[src/paru_regs.svh]
`ifndef PARU_REGS_SVH
`define PARU_REGS_SVH

`define PARU_NUM_SETS      3
`define PARU_PAGES_PER_SET 16
`define PARU_NUM_PAGES     48
`define PARU_VA_W          16
`define PARU_PA_W          18
`define PARU_BASE_W        12
`define PARU_BLK_SHIFT     6
`define PARU_DISP_W        13
`define PARU_LEN_W         7

`define PARU_BASE_OFF      8'h00
`define PARU_DESC_OFF      8'h40
`define PARU_CTRL_OFF      8'h80
`define PARU_STAT_OFF      8'h81

`define PARU_DESC_KEY_LSB  0
`define PARU_DESC_ACC_BIT  6
`define PARU_DESC_WR_BIT   7
`define PARU_DESC_LEN_LSB  8
`define PARU_CTRL_EN_BIT   0

`define PARU_KEY_NONRES    2'h0
`define PARU_KEY_RDONLY    2'h1
`define PARU_KEY_XONLY     2'h2
`define PARU_KEY_RDWR      2'h3

`define PARU_MODE_KERNEL   2'h0
`define PARU_MODE_SUPER    2'h1
`define PARU_MODE_USER     2'h3

`define PARU_RST_BASE      12'h000
`define PARU_RST_LEN       7'h00
`define PARU_RST_KEY       2'h0
`define PARU_RST_CTRL      1'h0

`endif

[src/paru_pkg.sv]
package paru_pkg;
  typedef struct packed {
    logic [11:0] base;
    logic [6:0]  len;
    logic [1:0]  key;
    logic        acc;
    logic        wr;
  } paru_entry_t;

  typedef struct packed {
    logic        valid;
    logic [15:0] va;
    logic [1:0]  mode;
    logic        write;
    logic        inst;
  } paru_req_t;

  typedef struct packed {
    logic        valid;
    logic        abort;
    logic [17:0] pa;
  } paru_resp_t;
endpackage

[src/paru_page_entry.sv]
`include "paru_regs.svh"

module paru_page_entry
  import paru_pkg::*;
(
  input  wire logic        core_clk_i,
  input  wire logic        resetn_i,
  input  wire logic        base_we_i,
  input  wire logic        desc_we_i,
  input  wire logic [15:0] wdata_i,
  input  wire logic        set_acc_i,
  input  wire logic        set_wr_i,
  output paru_entry_t      entry_o
);
  logic [11:0] base_q;
  logic [6:0]  len_q;
  logic [1:0]  key_q;
  logic        acc_q;
  logic        wr_q;

  always_ff @(posedge core_clk_i or negedge resetn_i) begin
    if (!resetn_i) begin
      base_q <= `PARU_RST_BASE;
    end else if (base_we_i) begin
      base_q <= wdata_i[`PARU_BASE_W-1:0];
    end
  end

  always_ff @(posedge core_clk_i or negedge resetn_i) begin
    if (!resetn_i) begin
      len_q <= `PARU_RST_LEN;
      key_q <= `PARU_RST_KEY;
    end else if (desc_we_i) begin
      len_q <= wdata_i[`PARU_DESC_LEN_LSB +: `PARU_LEN_W];
      key_q <= wdata_i[`PARU_DESC_KEY_LSB +: 2];
    end
  end

  // hardware set wins over a software write of zero
  always_ff @(posedge core_clk_i or negedge resetn_i) begin
    if (!resetn_i) begin
      acc_q <= 1'b0;
      wr_q  <= 1'b0;
    end else begin
      acc_q <= set_acc_i | (desc_we_i ? wdata_i[`PARU_DESC_ACC_BIT] : acc_q);
      wr_q  <= set_wr_i | (desc_we_i ? wdata_i[`PARU_DESC_WR_BIT] : wr_q);
    end
  end

  assign entry_o = '{base: base_q, len: len_q, key: key_q, acc: acc_q, wr: wr_q};
endmodule

[src/paru_key_check.sv]
`include "paru_regs.svh"

module paru_key_check
  import paru_pkg::*;
(
  input  wire logic [1:0] key_i,
  input  wire logic [6:0] len_i,
  input  wire logic [6:0] block_i,
  input  wire logic       write_i,
  input  wire logic       inst_i,
  output logic            key_ok_o,
  output logic            len_ok_o
);
  always_comb begin
    key_ok_o = 1'b0;
    unique case (key_i)
      `PARU_KEY_NONRES: key_ok_o = 1'b0;
      `PARU_KEY_RDONLY: key_ok_o = !write_i;
      `PARU_KEY_XONLY:  key_ok_o = inst_i && !write_i;
      `PARU_KEY_RDWR:   key_ok_o = 1'b1;
    endcase
  end

  // length counts 64-word blocks minus one, so 0..127 covers 64..8192 words
  assign len_ok_o = (block_i <= len_i);
endmodule

[src/paru_top.sv]
`include "paru_regs.svh"

module paru_top
  import paru_pkg::*;
(
  input  wire logic        core_clk_i,
  input  wire logic        resetn_i,
  input  paru_req_t        req_i,
  output paru_resp_t       resp_o,
  input  wire logic [7:0]  reg_addr_i,
  input  wire logic [15:0] reg_wdata_i,
  input  wire logic        reg_we_i,
  input  wire logic        reg_re_i,
  output logic [15:0]      reg_rdata_o
);
  paru_entry_t entry_w [`PARU_NUM_PAGES];
  logic [`PARU_NUM_PAGES-1:0] base_we;
  logic [`PARU_NUM_PAGES-1:0] desc_we;
  logic [`PARU_NUM_PAGES-1:0] set_acc;
  logic [`PARU_NUM_PAGES-1:0] set_wr;

  logic        reloc_en_q;
  logic [2:0]  stat_q;
  logic [15:0] rdata_q;
  paru_resp_t  resp_q;

  logic        mode_ok;
  logic [1:0]  set_sel;
  logic [5:0]  sel_idx;
  paru_entry_t sel_e;
  logic [17:0] pa_sum;
  logic        key_ok;
  logic        len_ok;
  logic        allow;
  logic        hit;
  logic        deny;

  // address decode for the page tables
  genvar gi;
  generate
    for (gi = 0; gi < `PARU_NUM_PAGES; gi++) begin : g_page
      assign base_we[gi] = reg_we_i && (reg_addr_i == 8'(`PARU_BASE_OFF + gi));
      assign desc_we[gi] = reg_we_i && (reg_addr_i == 8'(`PARU_DESC_OFF + gi));
      assign set_acc[gi] = hit && (sel_idx == 6'(gi));
      assign set_wr[gi]  = hit && req_i.write && (sel_idx == 6'(gi));

      paru_page_entry u_entry (
        .core_clk_i (core_clk_i),
        .resetn_i   (resetn_i),
        .base_we_i  (base_we[gi]),
        .desc_we_i  (desc_we[gi]),
        .wdata_i    (reg_wdata_i),
        .set_acc_i  (set_acc[gi]),
        .set_wr_i   (set_wr[gi]),
        .entry_o    (entry_w[gi])
      );
    end
  endgenerate

  // page selection: mode set, then I/D subset, then top three address bits
  assign mode_ok = (req_i.mode != 2'h2);
  assign set_sel = req_i.mode[1] ? 2'h2 : {1'b0, req_i.mode[0]};
  assign sel_idx = {set_sel, !req_i.inst, req_i.va[15:13]};
  assign sel_e   = entry_w[sel_idx];

  // base in 64-word blocks plus 13-bit displacement, result modulo 2^18
  assign pa_sum = {sel_e.base, 6'h00} + {5'h00, req_i.va[12:0]};

  paru_key_check u_check (
    .key_i    (sel_e.key),
    .len_i    (sel_e.len),
    .block_i  (req_i.va[12:6]),
    .write_i  (req_i.write),
    .inst_i   (req_i.inst),
    .key_ok_o (key_ok),
    .len_ok_o (len_ok)
  );

  assign allow = mode_ok && key_ok && len_ok;
  assign hit   = req_i.valid && reloc_en_q && allow;
  assign deny  = req_i.valid && reloc_en_q && !allow;

  // translated reference, one cycle after the request
  always_ff @(posedge core_clk_i or negedge resetn_i) begin
    if (!resetn_i) begin
      resp_q <= '0;
    end else begin
      resp_q.valid <= req_i.valid && (!reloc_en_q || allow);
      resp_q.abort <= deny;
      resp_q.pa    <= reloc_en_q ? pa_sum : {2'h0, req_i.va};
    end
  end

  assign resp_o = resp_q;

  always_ff @(posedge core_clk_i or negedge resetn_i) begin
    if (!resetn_i) begin
      reloc_en_q <= `PARU_RST_CTRL;
    end else if (reg_we_i && (reg_addr_i == `PARU_CTRL_OFF)) begin
      reloc_en_q <= reg_wdata_i[`PARU_CTRL_EN_BIT];
    end
  end

  // outcome of the last reference made with relocation enabled: abort, key or mode violation, length violation
  always_ff @(posedge core_clk_i or negedge resetn_i) begin
    if (!resetn_i) begin
      stat_q <= 3'h0;
    end else if (req_i.valid && reloc_en_q) begin
      stat_q <= {!len_ok, !(key_ok && mode_ok), !allow};
    end
  end

  // register read port, data valid in the following cycle only
  always_ff @(posedge core_clk_i or negedge resetn_i) begin
    if (!resetn_i) begin
      rdata_q <= 16'h0000;
    end else if (!reg_re_i) begin
      rdata_q <= 16'h0000;
    end else if (reg_addr_i < 8'(`PARU_BASE_OFF + `PARU_NUM_PAGES)) begin
      rdata_q <= {4'h0, entry_w[6'(reg_addr_i - `PARU_BASE_OFF)].base};
    end else if ((reg_addr_i >= `PARU_DESC_OFF) && (reg_addr_i < 8'(`PARU_DESC_OFF + `PARU_NUM_PAGES))) begin
      rdata_q <= {1'b0, entry_w[6'(reg_addr_i - `PARU_DESC_OFF)].len,
                  entry_w[6'(reg_addr_i - `PARU_DESC_OFF)].wr,
                  entry_w[6'(reg_addr_i - `PARU_DESC_OFF)].acc,
                  4'h0, entry_w[6'(reg_addr_i - `PARU_DESC_OFF)].key};
    end else if (reg_addr_i == `PARU_CTRL_OFF) begin
      rdata_q <= {15'h0000, reloc_en_q};
    end else if (reg_addr_i == `PARU_STAT_OFF) begin
      rdata_q <= {13'h0000, stat_q};
    end else begin
      rdata_q <= 16'h0000;
    end
  end

  assign reg_rdata_o = rdata_q;
endmodule

[config.mk]
export PLATFORM = sky130hd
export DESIGN_NAME = paru_top
export DESIGN_NICKNAME = d
export VERILOG_FILES = /design/src/paru_pkg.sv /design/src/paru_page_entry.sv /design/src/paru_key_check.sv /design/src/paru_top.sv
export VERILOG_INCLUDE_DIRS = /design/src /design/src/src
export SDC_FILE = /design/constraint.sdc
export NUM_CORES = 2
export LEC_CHECK = 0
export BUFFER_PORTS_ARGS = -buffer_cell sky130_fd_sc_hd__buf_2
export CORE_UTILIZATION = 40
export CTS_BUF_LIST = sky130_fd_sc_hd__clkbuf_2
export DETAILED_ROUTE_END_ITERATION = 10
export SYNTH_ARGS = -nofsm -noshare
export SYNTH_HDL_FRONTEND = slang
export SYNTH_HIERARCHICAL = 1
export SYNTH_SLANG_ARGS = --single-unit
[constraint.sdc]
create_clock -name core_clk_i -period 3.25 [get_ports core_clk_i]
set_input_delay 0.325 -clock core_clk_i [delete_from_list [all_inputs] [get_ports core_clk_i]]
set_output_delay 0.325 -clock core_clk_i [all_outputs]
set_load 0.05 [all_outputs]
==> flow_summary_export.csv <==
group,metric,value,unit
sta,setup_slack,-538,ps
sta,tightest_slew,1200,ps
power,p_per_area,398,nW/um^2
sta,holdWs,168,ps
floorplan,initial_core_util,0.404,
place,place_congestion,0.870,
routing,viasPerCell,5.72,
place,hpwl,134000,um
grt,grt_max_degree,116,
routing,vias,41993,
routing,drt_wl_total,214000,um
final_layout,layout.cells.most_common,"dfrtp_1",
synthesis,ys_seq_area_frac,0.440,
critical_path,cp_cell_sequence,"mux4_2 -> mux4_2 -> mux2i_4 -> o21ai_1 -> inv_1 -> ha_4 -> a21oi_2 -> o21ai_2 -> o22ai_2 -> nand2_2 -> or4_4 -> inv_6 -> nand2_8 -> nor2_4 -> a211o_2",
cts,root_buffer,"clkbuf_2",
grt,grtUsageTotal,0.264,
critical_path,crit_path_start_kind,"flip-flop",
sta,fmax,264,MHz
cts,htreeDepth,5,
job,maxCapViolations,0,
cts,cts_tree,"yes",
sta,finalHoldViolCount,0,
critical_path,endpoint_kind,"flip-flop",
sta,fin_crit_sh,1.17,
final_layout,layout_common_cells,"dfrtp_1, mux2_4, buf_4",
critical_path,path_common_cell,"mux4_2",
routing,ant_nets,0,
outcome,violations,"setup timing",
routing,drtIter0Drc,3380,
sta,finalClockSkew,184,ps
worst_hold_path,hold_class,"in -> reg",
synthesis,synthesis.area,65000,sq um
sta,setup_violations,107,
cts,cts.path.max_buffers,4,
final_layout,nets,5017,
sta,finalSetupTns,-39890,ps
synthesis,synth.avg_cell_area,16.6,sq um
grt,grt_pass1_vias,44695,
synthesis,synth_nets,3985,
power,power,0.0313,W
floorplan,dieArea,164000,sq um
synthesis,synth_warnings,6,
floorplan,die_h,405,um
synthesis,synth_edf_count,0,
grt,grt_pass1_wl,315000,um
floorplan,die_x,405,um
critical_path,cp.required,4920,ps
grt,overflow,0,
critical_path,cp_top_family,"multiplexers",
floorplan,coreArea,161000,sq um
outcome,status,"finished, violations left",
cts,cts_sinks,1143,
sta,max_slew_margin,0.199,
cts,clk_pin_slew,100,ps
power,peakVddDrop,0.337,mV
critical_path,crit_fanout,8,
critical_path,slowest_stage,"mux4_2",
routing,drc,0,
synthesis,synth_seq_cells,1143,
cts,worst_skew_pair.late_latency,1800,ps
critical_path,worstPathArrival,5460,ps
final_layout,layout-drive-gt1-share,0.653,
synthesis,syn_inst,3921,
power,p_leak,36.7,nW
floorplan,row_count,147,
cts,cts_inserted_buffers,334,
synthesis,synth_ff_type,"dfrtp_1",
synthesis,synth_cell_type_count,59,
synthesis,synthArstFlopShare,1.00,
routing,wl_per_cell,29.1,um
final_layout,syn_to_final_growth,21.0,%
place,io_buffers,82,
sta,period_needed,3790,ps
routing,dr.pass1.iters,8,
critical_path,path_class,"reg -> reg",
grt,antenna_found_initial,8,
critical_path,cp_num_buf_inv,2,
floorplan,io_pins,85,
critical_path,slowest_delay,550,ps
sta,rsz0062_at_grt,"true",
sta,slew_viol_final,0,
-- registers in the layout (all words and copies together) (netlist names) --
register / flops
g_page.u_entry/key_q: 96
resp_o: 20
stat_q: 3
g_page.u_entry/acc_q: 48
g_page.u_entry/base_q: 576
reloc_en_q: 1
reg_rdata_o: 15
g_page.u_entry/len_q: 336
g_page.u_entry/wr_q: 48
-- path summary, 6_finish.rpt --
check | startpoint | endpoint | slack [ps] | depth (start not counted)
worst min-delay path | req_i[16] | stat_q[2] | 170 | 8
worst max register to register | g_page[21].u_entry/len_q[4] | g_page[21].u_entry/wr_q | -540 | 15
worst min register to register | stat_q[0] | stat_q[0] | 520 | 1
worst max-delay path | g_page[21].u_entry/len_q[4] | g_page[21].u_entry/wr_q | -540 | 15
max in group asynchronous | resetn_i | g_page[0].u_entry/base_q[6] | 1850 | 7
min in group asynchronous | resetn_i | g_page[4].u_entry/base_q[10] | 180 | 5
-- worst reg2reg max path: cells and delay by family, from the launching register on --
family / cells / cell delay, ps
DFF: 1 / 420
adders and majority gates: 1 / 210
muxes: 3 / 1290
AOI/OAI and AO/OA: 5 / 670
and+or+nand+nor: 4 / 850
buffers and inverters: 2 / 230
-- per-stage QoR --
stage	utilization	instances	area, sq um	setup slack [ps]
after CTS	0.486	7332	78200	-539
after global placement	0.455	6621	73200	-1310
after global routing	0.489	7344	78700	-624
after detailed placement	0.455	6621	73200	-1260
final	0.489	7345	78700	-538
after floorplan	-	3921	65300	-947
-- kinds of logic (layout without fill, tap and decap cells) --
group,after synthesis,after routing,share of synthesized area
muxes,1719,1719,0.460
DFF,1143,1143,0.440
and+or+nand+nor,447,448,0.0316
buffers and inverters,394,1648,0.0413
AOI/OAI and AO/OA,197,197,0.0235
adders and majority gates,15,15,0.00300
xor gates and xnor gates,5,5,0.000673
other,1,10,0.0000577
-- layer usage --
metal	up-vias	part of all wire	GRT usage
li1	17338	-	-
met1	22567	0.42	0.363
met2	1694	0.46	0.403
met3	392	0.080	0.0646
met4	2	0.033	0.0986
met5	-	0.00080	0
-- synthesized netlist by cell type (45+ instances only) --
| master | n | area share |
|---|---|---|
| o21ai_0 | 47 | 0.0036 |
| buf_4 | 106 | 0.012 |
| nor2_1 | 205 | 0.012 |
| mux4_2 | 643 | 0.22 |
| clkbuf_1 | 103 | 0.0059 |
| a211o_1 | 48 | 0.0065 |
| a211o_2 | 48 | 0.0074 |
| buf_6 | 98 | 0.017 |
| mux2i_1 | 45 | 0.0069 |
| nor2b_1 | 108 | 0.010 |
| mux2_2 | 157 | 0.027 |
| mux2_4 | 864 | 0.20 |
| dfrtp_1 | 1143 | 0.44 |
| nand2_1 | 85 | 0.0049 |
-- timing repair --
item,in CTS,in global routing
resized for setup,119,107
hold endpoints to repair,2286,3
pin swaps,62,81
hold buffers,138,2
buffers inserted,17,4
gates cloned,3,2
endpoints found under the setup margin,109,107
-- where the power goes --
part | leakage (nW) | switching (W) | internal (W) | total, W
logic | 18.8 | 0.00242 | 0.00276 | 0.00518
registers | 15.7 | 0.000450 | 0.0149 | 0.0154
clock network | 2.17 | 0.00664 | 0.00413 | 0.0108
-- area by class of cell --
class / count / area (sq um)
flip-flops and latches: 1143 / 28600
multi-input cells: 2385 / 34900
repair buffers: 1073 / 9620
clock inverters: 96 / 488
fillers: 13816 / 82200
diodes: 9 / 22.5
well taps: 2160 / 2700
clock buffers: 463 / 2320
inverters: 16 / 65.1
Note: power is estimated with default switching activity, not from simulation.
